<file path="config.mk">
export PLATFORM = sky130hd
export DESIGN_NAME = dcl_lookup
export DESIGN_NICKNAME = d
export VERILOG_FILES = /design/src/hdl/dcl_lookup.v
export VERILOG_INCLUDE_DIRS = /design/src /design/src/hdl
export SDC_FILE = /design/constraint.sdc
export NUM_CORES = 1
export LEC_CHECK = 0
export ABC_AREA = 1
export BUFFER_PORTS_ARGS = -buffer_cell sky130_fd_sc_hd__buf_2
export CAP_MARGIN = 20
export CORE_AREA = 2 2 219 221
export CTS_BUF_LIST = sky130_fd_sc_hd__clkbuf_4 sky130_fd_sc_hd__clkbuf_8 sky130_fd_sc_hd__clkbuf_16
export CTS_CLUSTER_SIZE = 12
export DETAILED_ROUTE_END_ITERATION = 16
export DIE_AREA = 0 0 221 223
export PLACE_DENSITY = 0.67
export REMOVE_ABC_BUFFERS = 1
export SYNTH_ARGS = -nofsm -noshare
export SYNTH_HDL_FRONTEND = slang
export SYNTH_SLANG_ARGS = --single-unit
</file>
<file path="constraint.sdc">
create_clock -name clk -period 1.5 [get_ports clk]
set_input_delay 0.15 -clock clk [delete_from_list [all_inputs] [get_ports clk]]
set_output_delay 0.15 -clock clk [all_outputs]
set_load 0.1 [all_outputs]
</file>
<file path="src/hdl/dcl_map.vh">
// Register offsets, field positions, reset values and table geometry of the context lookup.
`ifndef DCL_MAP_VH
`define DCL_MAP_VH

`define DCL_REG_CTRL      8'h00
`define DCL_REG_ROOT_LO   8'h04
`define DCL_REG_ROOT_HI   8'h08
`define DCL_REG_STATUS    8'h0C
`define DCL_REG_MASK      8'h10
`define DCL_REG_FAULT     8'h14
`define DCL_REG_STATE     8'h18

`define DCL_CTRL_ENABLE   0
`define DCL_CTRL_RESET    32'h0000_0000
`define DCL_MASK_RESET    4'h0

`define DCL_ST_DONE       0
`define DCL_ST_ROOT_FLT   1
`define DCL_ST_CTX_FLT    2
`define DCL_ST_SEG_FLT    3
`define DCL_ST_W          4

`define DCL_FLT_NONE      2'h0
`define DCL_FLT_ROOT      2'h1
`define DCL_FLT_CTX       2'h2
`define DCL_FLT_SEG       2'h3

`define DCL_TABLE_ALIGN   12
`define DCL_ENTRY_SHIFT   4
`define DCL_ENTRY_W       128

`define DCL_RE_PRESENT    0
`define DCL_RE_PTR_LO     12
`define DCL_RE_PTR_HI     63

`define DCL_CE_PRESENT    0
`define DCL_CE_FPD        1
`define DCL_CE_TT_LO      2
`define DCL_CE_TT_HI      3
`define DCL_CE_ASR_LO     12
`define DCL_CE_ASR_HI     63
`define DCL_CE_AW_LO      64
`define DCL_CE_AW_HI      66
`define DCL_CE_DID_LO     72
`define DCL_CE_DID_HI     87

`endif

</file>
<file path="src/hdl/dcl_lookup.v">
// Device context lookup: originator tag to domain parameters through root and context tables.
//
// The implementer's own choices: the address-and-strobe port and the register offsets.
`timescale 1ns/10ps
`default_nettype none
`include "dcl_map.vh"

module dcl_lookup #(
	parameter SEGMENT_ID = 16'h0000,
	parameter ADDR_W     = 64
) (
	// Clock and reset
	input  wire                      clk,
	input  wire                      rst_b,
	// Register port
	input  wire [7:0]                reg_addr,
	input  wire [31:0]               reg_wdata,
	input  wire                      reg_wr,
	input  wire                      reg_rd,
	output reg  [31:0]               reg_rdata_q,
	output reg                       irq_q,
	// Inbound request
	input  wire                      req_valid,
	output reg                       req_ready_q,
	input  wire [15:0]               req_segment,
	input  wire [15:0]               req_originator_tag,
	input  wire                      req_ari,
	input  wire                      req_is_write,
	input  wire [ADDR_W-1:0]         req_incoming_dma_address,
	// Table memory read port
	output reg                       mem_rd_req_q,
	output reg  [63:0]               mem_rd_addr_q,
	input  wire                      mem_rd_ack,
	input  wire [`DCL_ENTRY_W-1:0]   mem_rd_data,
	// Downstream translation stage
	output reg                       out_valid_q,
	input  wire                      out_ready,
	output reg  [15:0]               out_originator_tag_q,
	output reg  [4:0]                out_device_q,
	output reg  [7:0]                out_function_q,
	output reg                       out_is_write_q,
	output reg  [ADDR_W-1:0]         out_incoming_dma_address_q,
	output reg  [15:0]               out_domain_tag_q,
	output reg  [1:0]                out_translation_kind_q,
	output reg  [2:0]                out_address_width_q,
	output reg  [51:0]               out_structure_root_q,
	output reg                       out_fault_suppress_q,
	// Blocked request report
	output reg                       fault_valid_q,
	output reg  [1:0]                fault_code_q,
	output reg                       fault_suppressed_q,
	output reg  [15:0]               fault_originator_tag_q
);

	localparam [5:0] S_IDLE = 6'b000001;
	localparam [5:0] S_ROOT = 6'b000010;
	localparam [5:0] S_CTX  = 6'b000100;
	localparam [5:0] S_OUT  = 6'b001000;
	localparam [5:0] S_FLT  = 6'b010000;
	localparam [5:0] S_CHK  = 6'b100000;

	reg  [5:0]               state_q;
	reg  [31:0]              ctrl_q;
	reg  [31:0]              root_lo_q;
	reg  [31:0]              root_hi_q;
	reg  [`DCL_ST_W-1:0]     status_q;
	reg  [`DCL_ST_W-1:0]     mask_q;
	reg  [17:0]              fault_info_q;
	reg  [15:0]              tag_q;
	reg                      ari_q;
	reg                      is_write_q;
	reg  [ADDR_W-1:0]        dma_addr_q;
	reg                      seg_ok_q;
	reg  [1:0]               flt_code_q;
	reg                      flt_supp_q;
	reg  [`DCL_ST_W-1:0]     events_d;
	reg  [`DCL_ST_W-1:0]     status_d;
	reg  [31:0]              rdata_d;

	wire                     enable;
	wire [63:0]              root_base;
	wire                     take;
	wire [63:0]              ctx_ptr;

	assign enable    = ctrl_q[`DCL_CTRL_ENABLE];
	assign root_base = {root_hi_q, root_lo_q[31:`DCL_TABLE_ALIGN], {`DCL_TABLE_ALIGN{1'b0}}};
	assign take      = req_valid && req_ready_q;
	assign ctx_ptr   = {mem_rd_data[`DCL_RE_PTR_HI:`DCL_RE_PTR_LO], {`DCL_TABLE_ALIGN{1'b0}}};

	// Lookup sequencer.
	always @(posedge clk or negedge rst_b) begin
		if (!rst_b) begin
			state_q                    <= S_IDLE;
			req_ready_q                <= 1'b0;
			mem_rd_req_q               <= 1'b0;
			mem_rd_addr_q              <= 64'h0;
			tag_q                      <= 16'h0;
			ari_q                      <= 1'b0;
			is_write_q                 <= 1'b0;
			dma_addr_q                 <= {ADDR_W{1'b0}};
			seg_ok_q                   <= 1'b0;
			flt_code_q                 <= `DCL_FLT_NONE;
			flt_supp_q                 <= 1'b0;
			out_valid_q                <= 1'b0;
			out_originator_tag_q       <= 16'h0;
			out_device_q               <= 5'h0;
			out_function_q             <= 8'h0;
			out_is_write_q             <= 1'b0;
			out_incoming_dma_address_q <= {ADDR_W{1'b0}};
			out_domain_tag_q           <= 16'h0;
			out_translation_kind_q     <= 2'h0;
			out_address_width_q        <= 3'h0;
			out_structure_root_q       <= 52'h0;
			out_fault_suppress_q       <= 1'b0;
			fault_valid_q              <= 1'b0;
			fault_code_q               <= `DCL_FLT_NONE;
			fault_suppressed_q         <= 1'b0;
			fault_originator_tag_q     <= 16'h0;
		end else begin
			fault_valid_q <= 1'b0;
			case (state_q)
				S_IDLE: begin
					req_ready_q <= enable;
					if (take) begin
						req_ready_q <= 1'b0;
						tag_q       <= req_originator_tag;
						ari_q       <= req_ari;
						is_write_q  <= req_is_write;
						dma_addr_q  <= req_incoming_dma_address;
						seg_ok_q    <= (req_segment == SEGMENT_ID);
						state_q     <= S_CHK;
					end
				end
				S_CHK: begin
					if (!seg_ok_q) begin
						flt_code_q <= `DCL_FLT_SEG;
						flt_supp_q <= 1'b0;
						state_q    <= S_FLT;
					end else begin
						mem_rd_req_q  <= 1'b1;
						mem_rd_addr_q <= root_base + {48'h0, tag_q[15:8], 4'h0};
						state_q       <= S_ROOT;
					end
				end
				S_ROOT: begin
					if (mem_rd_ack) begin
						if (!mem_rd_data[`DCL_RE_PRESENT]) begin
							mem_rd_req_q <= 1'b0;
							flt_code_q   <= `DCL_FLT_ROOT;
							flt_supp_q   <= 1'b0;
							state_q      <= S_FLT;
						end else begin
							mem_rd_addr_q <= ctx_ptr + {48'h0, tag_q[7:0], 4'h0};
							state_q       <= S_CTX;
						end
					end
				end
				S_CTX: begin
					if (mem_rd_ack) begin
						mem_rd_req_q <= 1'b0;
						if (!mem_rd_data[`DCL_CE_PRESENT]) begin
							flt_code_q <= `DCL_FLT_CTX;
							flt_supp_q <= mem_rd_data[`DCL_CE_FPD];
							state_q    <= S_FLT;
						end else begin
							out_valid_q                <= 1'b1;
							out_originator_tag_q       <= tag_q;
							out_device_q               <= ari_q ? 5'h00 : tag_q[7:3];
							out_function_q             <= ari_q ? tag_q[7:0] : {5'h00, tag_q[2:0]};
							out_is_write_q             <= is_write_q;
							out_incoming_dma_address_q <= dma_addr_q;
							out_domain_tag_q           <= mem_rd_data[`DCL_CE_DID_HI:`DCL_CE_DID_LO];
							out_translation_kind_q     <= mem_rd_data[`DCL_CE_TT_HI:`DCL_CE_TT_LO];
							out_address_width_q        <= mem_rd_data[`DCL_CE_AW_HI:`DCL_CE_AW_LO];
							out_structure_root_q       <= mem_rd_data[`DCL_CE_ASR_HI:`DCL_CE_ASR_LO];
							out_fault_suppress_q       <= mem_rd_data[`DCL_CE_FPD];
							state_q                    <= S_OUT;
						end
					end
				end
				S_OUT: begin
					if (out_ready) begin
						out_valid_q <= 1'b0;
						req_ready_q <= enable;
						state_q     <= S_IDLE;
					end
				end
				S_FLT: begin
					fault_valid_q          <= 1'b1;
					fault_code_q           <= flt_code_q;
					fault_suppressed_q     <= flt_supp_q;
					fault_originator_tag_q <= tag_q;
					req_ready_q            <= enable;
					state_q                <= S_IDLE;
				end
				default: begin
					mem_rd_req_q <= 1'b0;
					out_valid_q  <= 1'b0;
					req_ready_q  <= 1'b0;
					state_q      <= S_IDLE;
				end
			endcase
		end
	end

	// Events for the status register; a suppressed fault sets no status bit.
	always @* begin
		events_d = {`DCL_ST_W{1'b0}};
		events_d[`DCL_ST_DONE] = (state_q == S_OUT) && out_ready;
		if ((state_q == S_FLT) && !flt_supp_q) begin
			events_d[`DCL_ST_ROOT_FLT] = (flt_code_q == `DCL_FLT_ROOT);
			events_d[`DCL_ST_CTX_FLT]  = (flt_code_q == `DCL_FLT_CTX);
			events_d[`DCL_ST_SEG_FLT]  = (flt_code_q == `DCL_FLT_SEG);
		end
		status_d = status_q;
		if (reg_wr && (reg_addr == `DCL_REG_STATUS)) begin
			status_d = status_d & ~reg_wdata[`DCL_ST_W-1:0];
		end
		status_d = status_d | events_d;
	end

	// Read data multiplexer; unmapped offsets read zero.
	always @* begin
		case (reg_addr)
			`DCL_REG_CTRL:    rdata_d = ctrl_q;
			`DCL_REG_ROOT_LO: rdata_d = {root_lo_q[31:`DCL_TABLE_ALIGN], {`DCL_TABLE_ALIGN{1'b0}}};
			`DCL_REG_ROOT_HI: rdata_d = root_hi_q;
			`DCL_REG_STATUS:  rdata_d = {{(32-`DCL_ST_W){1'b0}}, status_q};
			`DCL_REG_MASK:    rdata_d = {{(32-`DCL_ST_W){1'b0}}, mask_q};
			`DCL_REG_FAULT:   rdata_d = {14'h0, fault_info_q};
			`DCL_REG_STATE:   rdata_d = {26'h0, state_q};
			default:          rdata_d = 32'h0;
		endcase
	end

	// Register file.
	always @(posedge clk or negedge rst_b) begin
		if (!rst_b) begin
			ctrl_q       <= `DCL_CTRL_RESET;
			root_lo_q    <= 32'h0;
			root_hi_q    <= 32'h0;
			status_q     <= {`DCL_ST_W{1'b0}};
			mask_q       <= `DCL_MASK_RESET;
			fault_info_q <= 18'h0;
			reg_rdata_q  <= 32'h0;
			irq_q        <= 1'b0;
		end else begin
			status_q <= status_d;
			irq_q    <= |(status_d & mask_q);
			if (reg_rd) begin
				reg_rdata_q <= rdata_d;
			end else begin
				reg_rdata_q <= 32'h0;
			end
			if ((state_q == S_FLT) && !flt_supp_q) begin
				fault_info_q <= {flt_code_q, tag_q};
			end
			if (reg_wr) begin
				case (reg_addr)
					`DCL_REG_CTRL:    ctrl_q    <= {31'h0, reg_wdata[`DCL_CTRL_ENABLE]};
					`DCL_REG_ROOT_LO: root_lo_q <= reg_wdata;
					`DCL_REG_ROOT_HI: root_hi_q <= reg_wdata;
					`DCL_REG_MASK:    mask_q    <= reg_wdata[`DCL_ST_W-1:0];
					default: begin
					end
				endcase
			end
		end
	end

endmodule
`default_nettype wire

</file>
## Yosys cells after proc, flatten, opt, wreduce, memory -nomap -nowiden

Cells that the tools add are included.

- Bits of input ports: 273
- Register bits after elaboration: 471
- Output and inout bits: 288

- Multiplexer cells: 41
- Reductions and logical operators: 25
- Equality and inequality tests: 25
- $add $sub $neg: 2
- Bitwise operators: 7

Operator list:

| operator | number |
|---|---|
| 32-bit one-hot mux with 7 select lines | 1 |
| 64-bit two-way mux | 3 |
| 64-bit by 12-bit adder with 64-bit output | 2 |
| 64-bit one-hot mux with 2 select lines | 1 |
| 32-bit two-way mux | 1 |
| 6-bit one-hot mux with 5 select lines | 1 |
| 8-bit by 5-bit equality test with 1-bit output (second input constant) | 3 |
| 6-bit two-way mux | 4 |
| 5-bit two-way mux | 4 |
| 2-bit inequality test (second input constant) | 10 |
| 8-bit by 4-bit equality test with 1-bit output (second input constant) | 2 |
| 16-bit zero test | 1 |
| 1-bit two-way mux | 13 |
| 2-bit AND reduction | 6 |
| 4-bit AND reduction | 3 |
| 2-bit two-way mux | 5 |
| 4-bit AND | 2 |
| 8-bit by 3-bit equality test with 1-bit output (second input constant) | 1 |
| 8-bit zero test | 1 |
| 8-bit two-way mux | 1 |
| 1-bit one-hot mux with 4 select lines | 2 |
| 4-bit OR reduction | 2 |
| 6-bit by 1-bit equality test with 1-bit output (second input constant) | 1 |
| 6-bit by 2-bit equality test with 1-bit output (second input constant) | 1 |
| other kinds (21) | 29 |

## Depth between registers and ports, before layout

- Word-level depth: 6
- Gate-level depth with buffers: 11
- Gate-level depth less buffers: 11

## Worst setup path before layout

Ideal clock, no wire load.

- Kind: register to register
- Start point: register req_ready_q
- End point: register tag_q[14]
- Path slack: -0.411 ns
- Arrival: 1.784 ns
- Data required time: 1.373 ns
- Buffers on the path: 2
- Cell stages (with the launch flop): 6
- Setup time: 0.127 ns
- Path through: dfrtp_1 > nand2_1 > nor2_4 > buf_2 > buf_2 > o21ai_0

- Word-level cells in the longest chain between the ends: 2

RTL lines:

| element | line | text |
|---|---|---|
| from (decl) | dcl_lookup.v:24 | `output reg req_ready_q,` |
| from (signal assigned) | dcl_lookup.v:123 | `req_ready_q <= enable;` |
| from (signal assigned) | dcl_lookup.v:184 | `req_ready_q <= enable;` |
| from (signal assigned) | dcl_lookup.v:193 | `req_ready_q <= enable;` |
| 1-bit logical AND | dcl_lookup.v:87 | `assign take = req_valid && req_ready_q;` |
| 2-bit AND reduction (no line) | - |  |
| to (signal assigned) | dcl_lookup.v:126 | `tag_q <= req_originator_tag;` |
| to (decl) | dcl_lookup.v:69 | `reg [15:0] tag_q;` |

Every way passes these cells.
A chain may end at the register's enable or synchronous reset.

## Worst setup path in the final report

- Start point: register state_q[5]
- End point: register mem_rd_addr_q[34]

- Word-level cells in the longest chain between the ends: 3
- Elaborated cells between the ends (all ways): 8
- Those cells by class: eq/ne (5); mux (1); reduce/logical (2)

RTL lines:

| element | line | text |
|---|---|---|
| from (decl) | dcl_lookup.v:62 | `reg [5:0] state_q;` |
| from (signal assigned) | dcl_lookup.v:93 | `state_q <= S_IDLE;` |
| from (signal assigned) | dcl_lookup.v:131 | `state_q <= S_CHK;` |
| from (signal assigned) | dcl_lookup.v:138 | `state_q <= S_FLT;` |
| 6-bit by 2-bit equality test with 1-bit output / 6-bit equality test (equally long branches) | dcl_lookup.v:121 | `case (state_q)` |
| 2-bit inequality test (no line) / 2-bit nonzero test (equally long branches) | - |  |
| 4-bit AND reduction (no line) | - |  |
| to (signal assigned) | dcl_lookup.v:141 | `mem_rd_addr_q <= root_base + {48'h0, tag_q[15:8], 4'h0};` |
| to (signal assigned) | dcl_lookup.v:153 | `mem_rd_addr_q <= ctx_ptr + {48'h0, tag_q[7:0], 4'h0};` |
| to (decl) | dcl_lookup.v:32 | `output reg [63:0] mem_rd_addr_q,` |

Parallel ways exist; a longest one is shown, timed or not.

==> results.toml <==
[synth]
yosys.area.top_type = "dfrtp_1"
synth_edf_count = 0
yosysSeqAreaShare_pct = 63.1
syn_area_per_cell_um2 = 9.26
synth_common_cells = "nand2_1 (785), dfrtp_1 (451), o21ai_0 (148)"
synth_top_area_share_pct = 63.0
ys_ff_latch = 452
syn-instance-count = 1935
synth_ff_type = "dfrtp_1"
yosysMostFrequentCell = "nand2_1"
yosys-top-cells-area = "dfrtp_1 (63%), nand2_1 (16%), o21ai_0 (4.1%)"
synth_warnings = 0
synth.distinct_cells = 29
syn_area_um2 = 17900
async_flop_share_pct = 100

[layout]
seqCellArea_um2 = 11300
nets = 3011
multi_input_area_um2 = 5730
drive_above_1_share_pct = 28.8
fillers = 3897
syn_to_final_growth_pct = 48.4
design_area_um2 = 26600

[worst_setup_path]
r2r_cells = 11
r2r_start = "state_q[5]"
critPathRequiredTime_ns = 2.00
critical_path_class = "flip-flop to flip-flop"
rr_endpoint = "mem_rd_addr_q[34]"
start_kind = "flip-flop"
end_kind = "flip-flop"
path_max_fanout = 8
worstPathArrival_ns = 2.28
rrSetupSlack_ns = -0.28

[run_status]
status = "finished with violations"
violations = "setup timing"

[floorplan]
die_w_um = 221
core-area_um2 = 47100
die_y_um = 223
start_util_pct = 38.0
rows = 80
die-area_um2 = 49300
io-pin-count = 561

[cts]
clock_latency_ns = 0.58
clk_path_buf_depth = 3
path_clk_slew_ns = 0.06
htreeDepth = 2
clock-sinks = 452
root_buffer = "clkbuf_16"
cts-buffers-inserted = 48
tritoncts = "done"

[min_path]
min_to = "seg_ok_q"
whs_path_depth = 5
hold_path.class = "primary input to flip-flop"
min_from = "req_segment[15]"

[timing]
finalSetupViolCount = 526
worstMarginPinSlew_ns = 0.569
fin_crit_sh_pct = 119
rsz0062_at_grt = "true"
worst_slack_ns = -0.280
finalHoldViolCount = 0
timing.fmax_mhz = 562
relSlewSlack_pct = 62.3
period_minus_slack_ns = 1.78
drv_slew = 0
skew_ns = 0.0123
timing.hold.ws_ns = 0.0456

[route]
dr.pass1.iters = 7
num_vias = 16847
drt-total-wl_mm = 64.4
dr.first_iter.drc_count = 1185
drc_errors = 0
wl_per_cell_um = 19.0
viasPerCell = 4.97
final_antenna_net_count = 0

[grt]
grt_pass1_vias = 17055
grt_max_degree = 68
grtUsageTotal_pct = 24.4
grt_pass1_wl_mm = 95.0
grt_overflow_total = 0
antenna_found_initial = 4

[placement]
dp_hpwl_mm = 40.5
portBuffers = 503
placed_area_um2 = 21900
finalWeightedCongestion = 0.865

[pwr]
pwr-share-seq_pct = 43.1
p_clk_share_pct = 36.5
p_int_mw = 23.0
power.switching_mw = 10.6
combPwrFrac_pct = 20.4
power_switching_share_pct = 31.6
p_leak_nw = 14.5
ir_drop_v = 0.00123
p_per_area_nw_per_um2 = 1260

[flow_run]
drv_cap = 0
==> worst max-delay path, cell delays in order, from the launching register on <==
cell	delay [ns]
dfrtp_1	0.41
nor2_4	0.17
buf_6	0.12
nand3_4	0.10
inv_4	0.10
nand2_4	0.05
nand2_2	0.08
nand3_4	0.08
buf_12	0.17
buf_6	0.13
clkbuf_16	0.14
o21ai_2	0.14
==> cells in the final DEF (no fill, tap or decap), drive strengths merged <==
master,count
dfrtp,451
clkbuf,87
nor2,35
o22ai,2
o21ai,293
buf,643
clkinv,2
o211ai,4
nor3,2
a31oi,1
and2,1
dfstp,1
diode,3
mux2i,51
dlygate4sd3,201
inv,137
nand2,785
nand3b,2
bufinv,4
a21oi,22
conb,4
nand3,35
nand4,4
nor4,4
==> power groups by stage <==
stage,clock network [mW],logic [mW],registers [mW]
floorplan,0,1.77,16.9
global placement,0,6.05,14.6
detailed placement,0,6.18,14.6
CTS,12.5,6.68,14.4
global route,13.0,7.39,14.6
finish,12.3,6.87,14.5
==> cell families after synthesis <==
| family | synth area share [%] |
|---|---|
| compound gates | 9.07 |
| buf+inv | 5.98 |
| simple gates | 19.0 |
| flops | 63.1 |
| mux | 2.85 |
| other cells | 0.0209 |
==> flip-flops by register name, indices dropped and copies added, names as in the netlist, 2 cells and up <==
signal	count
dma_addr_q	64
out_incoming_dma_address_q	64
mem_rd_addr_q	60
out_structure_root_q	52
reg_rdata_q	32
root_hi_q	32
root_lo_q	20
fault_info_q	18
fault_originator_tag_q	16
out_domain_tag_q	16
out_originator_tag_q	16
tag_q	16
state_q	6
out_device_q	5
out_function_q	5
mask_q	4
status_q	4
out_address_width_q	3
fault_code_q	2
flt_code_q	2
out_translation_kind_q	2
==> cell type report <==
cell class	count	share of cell area (%)
clock buffer	76	5.61
timing repair inverter	3	0.146
inverter	133	2.03
tap	615	2.89
sequential	452	42.5
multi-input combinational	1245	21.5
clock inverter	7	0.536
antenna	3	0.0282
timing repair buffer	855	24.7
==> how the worst max path moves through the flow <==
stage                                      to  cells after the start        from
6_report                    mem_rd_addr_q[34]                     11  state_q[5]
2_1_floorplan  out_incoming_dma_address_q[18]                      5  state_q[5]
3_3_place_gp   out_incoming_dma_address_q[51]                      9  state_q[4]
5_1_grt                              seg_ok_q                     11  state_q[3]
4_1_cts                     mem_rd_addr_q[12]                      9  state_q[2]
3_5_place_dp                mem_rd_addr_q[15]                      8  state_q[3]
==> through the flow <==
| step | TNS (ns) | utilization, % | setup slack [ns] | total power, mW | cells |
|---|---|---|---|---|---|
| final | -73.34 | 56.4 | -0.280 | 33.6 | 3389 |
| after CTS | -68.66 | 55.0 | -0.228 | 33.6 | 3362 |
| after floorplan | -910.69 | - | -3.49 | 18.7 | 1830 |
| after global routing | -111.19 | 56.4 | -0.357 | 35.1 | 3389 |
| after global placement | -35.26 | 46.4 | -0.162 | 20.6 | 3060 |
| after detailed placement | -50.11 | 46.4 | -0.229 | 20.8 | 3060 |
==> what timing repair did <==
action	CTS	global route
gates resized for setup	49	73
pin swaps	4	13
hold buffers	201	0
buffers inserted	9	8
endpoints found under the setup margin	613	641
hold endpoints to repair	689	0
gates cloned	9	16
==> per-layer routing <==
metal / routed length (µm) / up-vias / global-route usage (%)
met1: 26300 / 8191 / 30.8
met4: 2580 / 2 / 10.6
li1: - / 7735 / -
met2: 31300 / 756 / 41.1
met3: 4150 / 163 / 4.77
met5: 11 / - / 0
(Power assumes the default switching activity.)
